### src/verilog/scc_pkg.sv
// scc_pkg: shared constants and types for the standby and clock control block
// assumes a single 200 MHz system clock that also stands in for the main clock
package scc_pkg;

   // ==========================================================
   // register addresses (16-bit special function space)
   localparam logic [15:0] SCC_ADDR_STBY = 16'hffc0; // standby_control
   localparam logic [15:0] SCC_ADDR_CSTAT = 16'hffce; // clock_status
   localparam logic [15:0] SCC_ADDR_OSC_SETTLE_SELECT = 16'hffcf; // osc_settle_select

   // ==========================================================
   // reset values
   localparam logic [7:0] SCC_RST_STBY = 8'h30;
   localparam logic [7:0] SCC_RST_CSTAT = 8'h32;
   localparam logic [7:0] SCC_RST_OSC_SETTLE_SELECT = 8'h00;

   // ==========================================================
   // standby_control fields
   localparam int SCC_B_SUB_OSC_STOP = 7;
   localparam int SCC_B_CK_HI = 6;
   localparam int SCC_B_CK_MID = 5;
   localparam int SCC_B_CK_LO = 4;
   localparam int SCC_B_ZERO = 3; // always reads zero
   localparam int SCC_B_MAIN_OSC_STOP = 2;
   localparam int SCC_B_STOP_REQ = 1;
   localparam int SCC_B_HALT_REQ = 0;
   localparam logic [7:0] SCC_STBY_WMASK = 8'hf7;
   // clock_status fields not mirrored
   localparam int SCC_B_ONE = 1; // fixed one
   localparam int SCC_B_CPU_SRC = 0;
   // osc_settle_select fields
   localparam int SCC_B_EXT_CLK = 7;
   localparam logic [7:0] SCC_OSC_SETTLE_SELECT_WMASK = 8'h87;

   // ==========================================================
   // mode request codes
   localparam logic [1:0] SCC_REQ_NORMAL = 2'b00;
   localparam logic [1:0] SCC_REQ_HALT = 2'b01;
   localparam logic [1:0] SCC_REQ_STOP = 2'b10;
   localparam logic [1:0] SCC_REQ_IDLE = 2'b11;

   // ==========================================================
   // settle counts in main clock cycles
   localparam int SCC_SETTLE_LOG_MAX = 19; // longest wait is 2**19 cycles
   localparam int SCC_SETTLE_EXT_CYC = 512; // wait with external clock

   // ==========================================================
   // types
   typedef enum logic [2:0] {
      SCC_RUN = 3'b000,
      SCC_HALT = 3'b001,
      SCC_MACRO = 3'b010,
      SCC_STOP = 3'b011,
      SCC_SETTLE = 3'b100,
      SCC_IDLE = 3'b101
   } scc_mode_t;

   // guarded immediate write to standby_control
   typedef struct packed {
      logic valid; // one-cycle instruction strobe
      logic [7:0] op3; // third opcode byte
      logic [7:0] op4; // fourth opcode byte
      logic [7:0] data; // immediate byte
      logic [19:0] pc; // address of the instruction
   } scc_gwr_t;

   // ordinary data write
   typedef struct packed {
      logic valid;
      logic [15:0] addr;
      logic [7:0] data;
   } scc_wr_t;

endpackage : scc_pkg

### src/verilog/scc_clkdiv.sv
// scc_clkdiv: free running divider giving main clock enable pulses /1 /2 /4 /8
// assumes the caller registers the pulse before it leaves the block
`timescale 1ns/1ps
module scc_clkdiv (
   input logic clk, // system clock
   input logic rst_n, // async reset, active low
   input logic [1:0] sel, // divide select, log2 of ratio
   output logic tick // one-cycle enable pulse
);
   import scc_pkg::*;

   // ==========================================================
   // state
   typedef struct packed {
      logic [2:0] cnt; // free running count
   } scc_div_state_t;

   scc_div_state_t r; // registered state
   scc_div_state_t next_r; // next state
   logic [2:0] mask; // low bits that must all be one

   // next count, wraps freely
   always_comb begin
      next_r = r;
      next_r.cnt = r.cnt + 3'h1;
   end

   // pulse when the selected low bits are all one
   always_comb begin
      mask = 3'(({1'b0, 3'h1} << sel) - 4'h1);
      tick = ((r.cnt & mask) == mask);
   end

   // register
   always_ff @(posedge clk or negedge rst_n) begin
      if (!rst_n) begin
         r <= '0;
      end else begin
         r <= next_r;
      end
   end
endmodule : scc_clkdiv

### src/verilog/scc_settle.sv
// scc_settle: oscillator settle timer started on leaving the stop mode
// assumes start is a one-cycle pulse and the clock is the main clock
`timescale 1ns/1ps
module scc_settle #(
   parameter int LOG_MAX = scc_pkg::SCC_SETTLE_LOG_MAX, // log2 of longest wait
   parameter int EXT_CYC = scc_pkg::SCC_SETTLE_EXT_CYC // wait with external clock
) (
   input logic clk, // system clock
   input logic rst_n, // async reset, active low
   input logic start, // begin a wait
   input logic ext, // external clock selected
   input logic [2:0] code, // settle time code
   output logic busy, // wait in progress
   output logic done // one-cycle pulse at expiry
);
   import scc_pkg::*;

   localparam int CW = LOG_MAX + 1; // counter width

   // refuse widths that cannot hold the shortest or external wait
   if (LOG_MAX < 8 || LOG_MAX > 30 || EXT_CYC < 1 || EXT_CYC >= (1 << CW)) begin : g_chk
      $error("scc_settle: unsupported LOG_MAX or EXT_CYC");
   end

   // ==========================================================
   // state
   typedef struct packed {
      logic busy; // counting
      logic done; // expiry pulse
      logic [CW-1:0] cnt; // cycles left minus one
   } scc_set_state_t;

   scc_set_state_t r; // registered state
   scc_set_state_t next_r; // next state
   logic [CW-1:0] target; // cycles to wait

   // pick the wait: 2**(LOG_MAX-code) or the fixed external figure
   always_comb begin
      if (ext) begin
         target = CW'(EXT_CYC);
      end else begin
         target = CW'({{(CW-1){1'b0}}, 1'b1} << (CW'(LOG_MAX) - CW'(code)));
      end
   end

   // load, count down, pulse once at zero
   always_comb begin
      next_r = r;
      next_r.done = 1'b0;
      if (start) begin
         next_r.busy = 1'b1;
         next_r.cnt = target - CW'(1);
      end else if (r.busy) begin
         if (r.cnt == '0) begin
            next_r.busy = 1'b0;
            next_r.done = 1'b1;
         end else begin
            next_r.cnt = r.cnt - CW'(1);
         end
      end
   end

   assign busy = r.busy;
   assign done = r.done;

   // register
   always_ff @(posedge clk or negedge rst_n) begin
      if (!rst_n) begin
         r <= '0;
      end else begin
         r <= next_r;
      end
   end
endmodule : scc_settle

### src/verilog/scc_top.sv
// scc_top: standby modes, cpu clock selection and oscillator control
// assumes the cpu core presents decoded write strobes and a read address each cycle
`timescale 1ns/1ps
module scc_top #(
   parameter int SETTLE_LOG_MAX = scc_pkg::SCC_SETTLE_LOG_MAX // longest settle wait, log2
) (
   input logic SYS_CLK, // 200 MHz system clock
   input logic NRST, // async reset, active low
   input scc_pkg::scc_gwr_t GWR, // guarded immediate write
   input scc_pkg::scc_wr_t WR, // ordinary data write
   input logic [15:0] RD_ADDR, // read address, sampled each cycle
   input logic NMI_PIN, // external non-maskable request
   input logic IRQ_UNMASKED, // any unmasked maskable request
   input logic MACRO_REQ, // unmasked macro service request
   input logic MACRO_DONE, // macro service finished, no vectored irq
   input logic SUB_TICK, // subsystem clock enable pulse
   output logic [7:0] RD_DATA, // read data, one cycle after address
   output logic CPU_TICK, // cpu clock enable pulse
   output logic CPU_ON_SUB, // cpu runs from subsystem clock
   output logic SYS_ACTIVE, // peripherals clocked
   output logic MAIN_OSC_RUN, // main oscillator enabled
   output logic XTAL_AMP_EN, // on-chip resonator amplifier enabled
   output logic SUB_OSC_RUN, // sub oscillator and feedback resistor on
   output logic OPERR_IRQ, // operand error pulse
   output logic [19:0] OPERR_PC, // return address for operand error
   output scc_pkg::scc_mode_t MODE // current operating state
);
   import scc_pkg::*;

   // ==========================================================
   // state
   typedef struct packed {
      scc_mode_t mode; // operating state
      logic [7:0] stby; // standby_control
      logic [7:0] osc_settle_select; // osc_settle_select
      logic [7:0] rd; // read data
      logic tick; // cpu enable pulse
      logic on_sub; // cpu source
      logic active; // peripheral clock on
      logic main_run; // main osc enable
      logic xtal; // amplifier enable
      logic sub_run; // sub osc enable
      logic operr; // operand error pulse
      logic [19:0] pc; // saved return address
      logic settle_go; // start settle timer
   } scc_top_state_t;

   scc_top_state_t r; // registered state
   scc_top_state_t next_r; // next state
   logic div_tick; // main clock divided enable
   logic settle_busy; // settle timer running
   logic settle_done; // settle timer expired
   logic wake; // a valid release source
   logic guard_ok; // opcode bytes complementary
   logic [7:0] cstat; // clock_status view

   // ==========================================================
   // helpers
   scc_clkdiv u_div (
      .clk(SYS_CLK),
      .rst_n(NRST),
      .sel(r.stby[SCC_B_CK_MID:SCC_B_CK_LO]),
      .tick(div_tick)
   );

   scc_settle #(
      .LOG_MAX(SETTLE_LOG_MAX),
      .EXT_CYC(SCC_SETTLE_EXT_CYC)
   ) u_settle (
      .clk(SYS_CLK),
      .rst_n(NRST),
      .start(r.settle_go),
      .ext(r.osc_settle_select[SCC_B_EXT_CLK]),
      .code(r.osc_settle_select[2:0]),
      .busy(settle_busy),
      .done(settle_done)
   );

   // release sources; the watchdog has no path here on purpose
   assign wake = NMI_PIN | IRQ_UNMASKED;
   assign guard_ok = (GWR.op3 == ~GWR.op4);

   // status view: mirrored bits, fixed one, source flag
   always_comb begin
      cstat = r.stby & 8'hf4;
      cstat[SCC_B_ONE] = 1'b1;
      cstat[SCC_B_CPU_SRC] = r.on_sub;
   end

   // ==========================================================
   // next state
   always_comb begin
      next_r = r;
      next_r.operr = 1'b0;
      next_r.settle_go = 1'b0;
      case (r.mode)
         SCC_RUN: begin
            // writes only arrive while the cpu executes
            if (GWR.valid && guard_ok) begin
               next_r.stby = GWR.data & SCC_STBY_WMASK;
            end else if (GWR.valid) begin
               next_r.operr = 1'b1;
               next_r.pc = GWR.pc;
            end
            // plain writes to the control register fall through untouched
            if (WR.valid && WR.addr == SCC_ADDR_OSC_SETTLE_SELECT) begin
               next_r.osc_settle_select = WR.data & SCC_OSC_SETTLE_SELECT_WMASK;
            end
            // enter the requested mode, or drop it if an interrupt is waiting
            if (r.stby[1:0] != SCC_REQ_NORMAL) begin
               if (wake) begin
                  next_r.stby[1:0] = SCC_REQ_NORMAL;
               end else begin
                  case (r.stby[1:0])
                     SCC_REQ_HALT: next_r.mode = SCC_HALT;
                     SCC_REQ_STOP: next_r.mode = SCC_STOP;
                     default: next_r.mode = SCC_IDLE;
                  endcase
               end
            end
         end
         SCC_HALT: begin
            if (wake) begin
               next_r.mode = SCC_RUN;
               next_r.stby[1:0] = SCC_REQ_NORMAL;
            end else if (MACRO_REQ) begin
               next_r.mode = SCC_MACRO;
            end
         end
         SCC_MACRO: begin
            // service runs on the cpu clock, then back to halt
            if (MACRO_DONE) begin
               next_r.mode = SCC_HALT;
            end
         end
         SCC_STOP: begin
            if (wake) begin
               next_r.mode = SCC_SETTLE;
               next_r.settle_go = 1'b1;
               next_r.stby[1:0] = SCC_REQ_NORMAL;
            end
         end
         SCC_SETTLE: begin
            // cpu stays gated until the oscillator has settled
            if (settle_done) begin
               next_r.mode = SCC_RUN;
            end
         end
         SCC_IDLE: begin
            if (wake) begin
               next_r.mode = SCC_RUN;
               next_r.stby[1:0] = SCC_REQ_NORMAL;
            end
         end
         default: begin
            next_r.mode = SCC_RUN;
         end
      endcase

      // clock and oscillator controls follow the next state
      next_r.on_sub = next_r.stby[SCC_B_CK_HI];
      next_r.sub_run = ~next_r.stby[SCC_B_SUB_OSC_STOP];
      // stop bit only bites when the cpu is on the subsystem clock
      next_r.main_run = (next_r.mode != SCC_STOP) &&
         !(next_r.stby[SCC_B_CK_HI] && next_r.stby[SCC_B_MAIN_OSC_STOP]);
      next_r.xtal = next_r.main_run && !next_r.osc_settle_select[SCC_B_EXT_CLK];
      next_r.active = (next_r.mode == SCC_RUN) || (next_r.mode == SCC_HALT) ||
         (next_r.mode == SCC_MACRO);
      // cpu enable only while executing; subsystem or divided main clock
      if ((r.mode == SCC_RUN || r.mode == SCC_MACRO) && (next_r.mode == r.mode)) begin
         next_r.tick = r.stby[SCC_B_CK_HI] ? SUB_TICK : div_tick;
      end else begin
         next_r.tick = 1'b0;
      end

      // read port, always open
      case (RD_ADDR)
         SCC_ADDR_STBY: next_r.rd = r.stby;
         SCC_ADDR_CSTAT: next_r.rd = cstat;
         SCC_ADDR_OSC_SETTLE_SELECT: next_r.rd = r.osc_settle_select;
         default: next_r.rd = 8'h00;
      endcase
   end

   // ==========================================================
   // register
   always_ff @(posedge SYS_CLK or negedge NRST) begin
      if (!NRST) begin
         r <= '0;
         r.mode <= SCC_RUN;
         r.stby <= SCC_RST_STBY;
         r.osc_settle_select <= SCC_RST_OSC_SETTLE_SELECT;
         r.main_run <= 1'b1;
         r.xtal <= 1'b1;
         r.sub_run <= 1'b1;
         r.active <= 1'b1;
         r.on_sub <= SCC_RST_CSTAT[SCC_B_CPU_SRC];
      end else begin
         r <= next_r;
      end
   end

   // outputs straight from flops
   assign RD_DATA = r.rd;
   assign CPU_TICK = r.tick;
   assign CPU_ON_SUB = r.on_sub;
   assign SYS_ACTIVE = r.active;
   assign MAIN_OSC_RUN = r.main_run;
   assign XTAL_AMP_EN = r.xtal;
   assign SUB_OSC_RUN = r.sub_run;
   assign OPERR_IRQ = r.operr;
   assign OPERR_PC = r.pc;
   assign MODE = r.mode;

   // ==========================================================
   // assertions
   property p_bad_guard;
      @(posedge SYS_CLK) disable iff (!NRST)
      (GWR.valid && !guard_ok && r.mode == SCC_RUN) |=> (r.stby[7:2] == $past(r.stby[7:2])) && r.operr;
   endproperty
   a_bad_guard: assert property (p_bad_guard) else $error("bad guard wrote or no error");

   property p_good_guard;
      @(posedge SYS_CLK) disable iff (!NRST)
      (GWR.valid && guard_ok && r.mode == SCC_RUN) |=> (r.stby[7:2] == ($past(GWR.data[7:2]) & 6'h3d)) && !r.operr;
   endproperty
   a_good_guard: assert property (p_good_guard) else $error("guarded write lost");

   property p_plain_ignored;
      @(posedge SYS_CLK) disable iff (!NRST)
      (WR.valid && WR.addr == SCC_ADDR_STBY && !GWR.valid) |=> (r.stby[7:2] == $past(r.stby[7:2])) && !r.operr;
   endproperty
   a_plain_ignored: assert property (p_plain_ignored) else $error("plain write changed control");

   property p_ret_pc;
      @(posedge SYS_CLK) disable iff (!NRST)
      r.operr |-> (r.pc == $past(GWR.pc));
   endproperty
   a_ret_pc: assert property (p_ret_pc) else $error("wrong error return address");

   property p_cstat_read;
      @(posedge SYS_CLK) disable iff (!NRST)
      (RD_ADDR == SCC_ADDR_CSTAT) |=> RD_DATA[1] && (RD_DATA[0] == $past(r.on_sub)) && !RD_DATA[3]
         && (RD_DATA[7:4] == $past(r.stby[7:4]));
   endproperty
   a_cstat_read: assert property (p_cstat_read) else $error("status read wrong");

   property p_halt_gate;
      @(posedge SYS_CLK) disable iff (!NRST)
      (r.mode == SCC_HALT) [*2] |-> !CPU_TICK && SYS_ACTIVE;
   endproperty
   a_halt_gate: assert property (p_halt_gate) else $error("cpu clocked in halt");

   property p_main_keep;
      @(posedge SYS_CLK) disable iff (!NRST)
      (!r.stby[SCC_B_CK_HI] && r.mode != SCC_STOP) |-> MAIN_OSC_RUN;
   endproperty
   a_main_keep: assert property (p_main_keep) else $error("main osc stopped on main clock");

   property p_halt_hold;
      @(posedge SYS_CLK) disable iff (!NRST)
      (r.mode == SCC_HALT && !wake && !MACRO_REQ) |=> (r.mode == SCC_HALT);
   endproperty
   a_halt_hold: assert property (p_halt_hold) else $error("halt left without source");

   property p_settle_gate;
      @(posedge SYS_CLK) disable iff (!NRST)
      (r.mode == SCC_SETTLE) |-> !CPU_TICK ##0 (settle_busy || settle_done || r.settle_go);
   endproperty
   a_settle_gate: assert property (p_settle_gate) else $error("cpu ran before settle");

   property p_macro_back;
      @(posedge SYS_CLK) disable iff (!NRST)
      (r.mode == SCC_MACRO && MACRO_DONE) |=> (r.mode == SCC_HALT);
   endproperty
   a_macro_back: assert property (p_macro_back) else $error("macro did not return to halt");

   // main scenarios
   c_stop_wake: cover property (@(posedge SYS_CLK) disable iff (!NRST) r.mode == SCC_SETTLE ##1 r.mode == SCC_RUN);
   c_macro: cover property (@(posedge SYS_CLK) disable iff (!NRST) r.mode == SCC_MACRO ##1 r.mode == SCC_HALT);
   c_operr: cover property (@(posedge SYS_CLK) disable iff (!NRST) r.operr);
endmodule : scc_top

### config.mk
export PLATFORM = sky130hd
export DESIGN_NAME = scc_top
export DESIGN_NICKNAME = d
export VERILOG_FILES = /design/src/verilog/scc_pkg.sv /design/src/verilog/scc_clkdiv.sv /design/src/verilog/scc_settle.sv /design/src/verilog/scc_top.sv
export SDC_FILE = /design/constraint.sdc
export NUM_CORES = 1
export LEC_CHECK = 0
export BUFFER_PORTS_ARGS = -buffer_cell sky130_fd_sc_hd__buf_4
export CORE_ASPECT_RATIO = 0.8
export CORE_MARGIN = 10
export CORE_UTILIZATION = 35
export DETAILED_ROUTE_END_ITERATION = 8
export PLACE_DENSITY = 0.62
export SLEW_MARGIN = 20
export SYNTH_ARGS = -nofsm -noshare
export SYNTH_HDL_FRONTEND = slang
export SYNTH_SLANG_ARGS = --single-unit
### constraint.sdc
create_clock -name SYS_CLK -period 2.14 [get_ports SYS_CLK]
set_clock_uncertainty 0.2 [all_clocks]
set_input_delay 0.428 -clock SYS_CLK [delete_from_list [all_inputs] [get_ports SYS_CLK]]
set_output_delay 0.428 -clock SYS_CLK [all_outputs]
set_load 0.005 [all_outputs]
==> summary.txt <==
Clocking
  • Htree depth: 3
  • Number of CTS-inserted buffers: 9
  • Clk slew on worst S/H paths: 0.06 ns
  • Worst-Skew Late Latency: 0.34 ns
  • CTS tree: done
  • Bufs on Longest Clock Path: 2
  • CTS sink cnt: 73
  • Root buffer cell: clkbuf_16

Global routing
  • Initial antenna violation count: 0
  • Overflow after GRT: 0
  • Vias in the first global route: 3403
  • Largest net degree at the start of global routing: 35
  • Total track usage: 13.5%
  • Global-route wire length before repair: 17.5 mm

Drt
  • DR WL/cell: 16.4 µm
  • Final antenna-violating net count: 0
  • DRT iter0 DRCs: 251
  • Drt pass-1 iters: 4
  • Post-Route WL: 11.1 mm
  • Post-DR vias/cell: 4.94
  • Remaining DRCs: 0
  • Vias: 3337

Timing
  • Unrepaired setup endpoints after global routing: true
  • Post-layout minimum cycle time: 2.10 ns
  • Fmax: 476 MHz
  • Max-slew violations: 0
  • Period utilization: 98.1%
  • Final Hold Viols: 0
  • Final setup vio count: 0

Synth
  • Synth Area in Adders: 1.60%
  • Register area share after synthesis: 46.8%
  • Synth Instances: 383
  • Post-synthesis register bit count: 73
  • Main flop type after synthesis: dfrtp_1
  • Yosys cell types: 59
  • Yosys warns: 0
  • Largest family of logic cells by synthesized area: simple AND/OR/NAND/NOR gates
  • Compound-Gate Fraction of Synth Area: 11.7%
  • Post-Synthesis Cell Area: 0.00392 mm²
  • Ys async rst share: 100%
  • Mux contribution to synthesized area: 9.64%
  • Post-Synth Simple-Gate Area: 18.0%
  • Xor/xnor share of the synthesized area: 3.57%
  • Post-synth EDFFs: 0
  • Mapped Avg Cell Area: 10.2 µm²

Placed design
  • # port buffers: 124
  • Final estimated routing congestion in global placement: 0.850
  • DP HPWL: 8.80 mm
  • Placed Area: 0.00510 mm²

Finish
  • Layout cells sized above 1: 46.1%
  • Final #Nets: 624
  • Layout area overhead: 41.7%
  • Ant diodes: 0
  • Utilization of the core after routing: 51.0%
  • Finished Cell Area: 0.00555 mm²

Hold path
  • Hold Crit Start: GWR[27]
  • Hold endpoint: SUB_OSC_RUN
  • Worst Hold Class: in2reg
  • Worst hold stages: 2

Critical path
  • RR Startpoint: u_settle.r[12]
  • Critical path fanouts, max: 5
  • Top Family by Delay on Critical Path: simple AND/OR/NAND/NOR gates
  • Critical-path top delay cell: or4_4
  • Register-to-Register Path Depth: 5
  • Buf/Inv on CP: 0
  • CP arrival: 2.12 ns
  • Max stage delay on crit path: 0.57 ns
  • Setup CP Type: reg2reg
  • Crit end category: flip-flop
  • Reg-to-Reg End: u_settle.r[19]
  • CP startpoint kind: flip-flop
  • R2R setup slack: 0.04 ns
  • Worst path cell trace: or4_4 > nor4_4 > nand2_1 > nor3_2 > mux2_4
  • Worst EP required: 2.16 ns

Die
  • Die X-Extent: 138 µm
  • IO Pins: 131
  • Die area: 0.0159 mm²
  • Starting density of the core: 36.0%
  • Core Box Area: 0.0109 mm²
  • Die H: 115 µm
  • Cell Rows: 34

Power and ir drop
  • Sw frac: 24.6%
  • Leak: 2.60 nW
  • Sequential share of power: 38.4%
  • Clk pwr share: 39.2%
  • Peak VDD IR: 0.602 mV
  • PD cells: 809 mW/mm²
  • Cell-internal power: 3.39 mW
  • Combinational Power Share: 22.4%
  • Switch Pwr: 1.11 mW

Job
  • Max Cap Violations: 0

Status
  • Outcome: complete, no violations
## stage by stage
stage / std cells / hold WS (ns) / worst slack, ns / TNS [ns] / power [mW]
2_1_floorplan: 384 / -0.0676 / 0.101 / 0 / 2.34
5_1_grt: 675 / 0.0630 / -0.0290 / -0.0770 / 4.70
6_report: 675 / 0.0547 / 0.0402 / 0 / 4.49
3_3_place_gp: 654 / 0.202 / -0.105 / -1.57 / 2.74
4_1_cts: 673 / 0.0452 / 0.00671 / 0 / 4.54
3_5_place_dp: 654 / 0.202 / -0.126 / -1.97 / 2.76
## cells in the final DEF, fill, tap and decap left out, drive strengths merged, types with 7 or more instances in the layout
master and n:
buf 173, dfrtp 67, nor2 31, mux2 30, nand2 23, o21ai 22
a21oi 19, inv 13, nor3 12, xnor2 10, clkbuf 10, nand3 8
nand4 8, nor4 8, or3 7
## logic make-up after synthesis
logic type | after synthesis
multiplexers | 34
AO/OA/AOI/OAI | 72
other | 2
AND/OR/NAND/NOR | 125
adder cells (fa/ha/maj) | 5
buffers and inverters | 56
flip-flops | 73
XOR/XNOR | 16
## layout make-up
cell class / instances / area (µm²)
inverters: 13 / 48.8
flip-flops and latches: 73 / 1840
fillers: 1023 / 5340
clock inverters: 6 / 113
well taps: 144 / 180
repair buffers: 174 / 1330
multi-input cells: 255 / 1810
clock buffers: 10 / 239
## worst max-delay path by stage
stage,from,to,slack [ns],depth (start not counted)
finish,u_settle.r[12],u_settle.r[19],0.04,5
global route,u_settle.r[12],u_settle.r[19],-0.03,5
CTS,MODE[2],XTAL_AMP_EN,0.007,6
detailed placement,IRQ_UNMASKED,XTAL_AMP_EN,-0.13,7
global placement,GWR[30],cstat[6],-0.10,7
floorplan,u_settle.r[0],u_settle.r[19],0.10,7
## flip-flops by register name (all words and copies together), names as in the netlist
signal         cells
MODE               3
SUB_OSC_RUN        1
RD_DATA            7
CPU_TICK           1
SYS_ACTIVE         1
u_settle.done      1
u_settle.r        20
u_div.r            3
r                  7
cstat              5
MAIN_OSC_RUN       1
u_settle.busy      1
XTAL_AMP_EN        1
OPERR_PC          20
OPERR_IRQ          1
## Yosys cell counts (4+ instances only)
cell type	n	area, µm²
nand4_1	7	43.8
nor2_1	31	116
o21ai_0	22	110
xor2_1	6	52.6
mux2i_1	4	40.0
ha_1	5	62.6
inv_1	12	45.0
clkbuf_1	7	26.3
nor2b_1	5	31.3
xnor2_1	10	87.6
nor4_1	5	31.3
mux2_2	30	338
and3_1	4	25.0
or3_1	7	43.8
nor3_1	10	50.1
nand2_1	23	86.3
a21oi_1	19	95.1
dfstp_2	6	158
buf_2	5	25.0
buf_4	31	233
nand3_1	8	40.0
dfrtp_1	67	1680
## per-layer routing
| metal | global-route usage [%] | routed length [µm] | up-vias |
|---|---|---|---|
| li1 | - | - | 1623 |
| met3 | 3.36 | 485 | 8 |
| met5 | 0 | 0 | - |
| met2 | 21.4 | 5320 | 106 |
| met1 | 17.6 | 5140 | 1600 |
| met4 | 4.84 | 146 | 0 |
## power by group through the flow
stage | Clock (mW) | Combinational, mW | Sequential [mW]
2_1_floorplan | 0 | 0.627 | 1.71
3_3_place_gp | 0 | 1.00 | 1.74
3_5_place_dp | 0 | 1.01 | 1.75
4_1_cts | 1.80 | 1.01 | 1.73
5_1_grt | 1.85 | 1.09 | 1.75
6_report | 1.76 | 1.01 | 1.73
## what timing repair did
action / 4_1_cts / 5_1_grt
setup buffers: 2 / 2
endpoints found under the hold margin: 28 / 0
endpoints found under the setup margin: 13 / 28
cloned: 0 / 0
resized for setup: 1 / 16
pin swaps: 1 / 1
hold buffers: 1 / 0
Power figures use the tool's default switching activity.
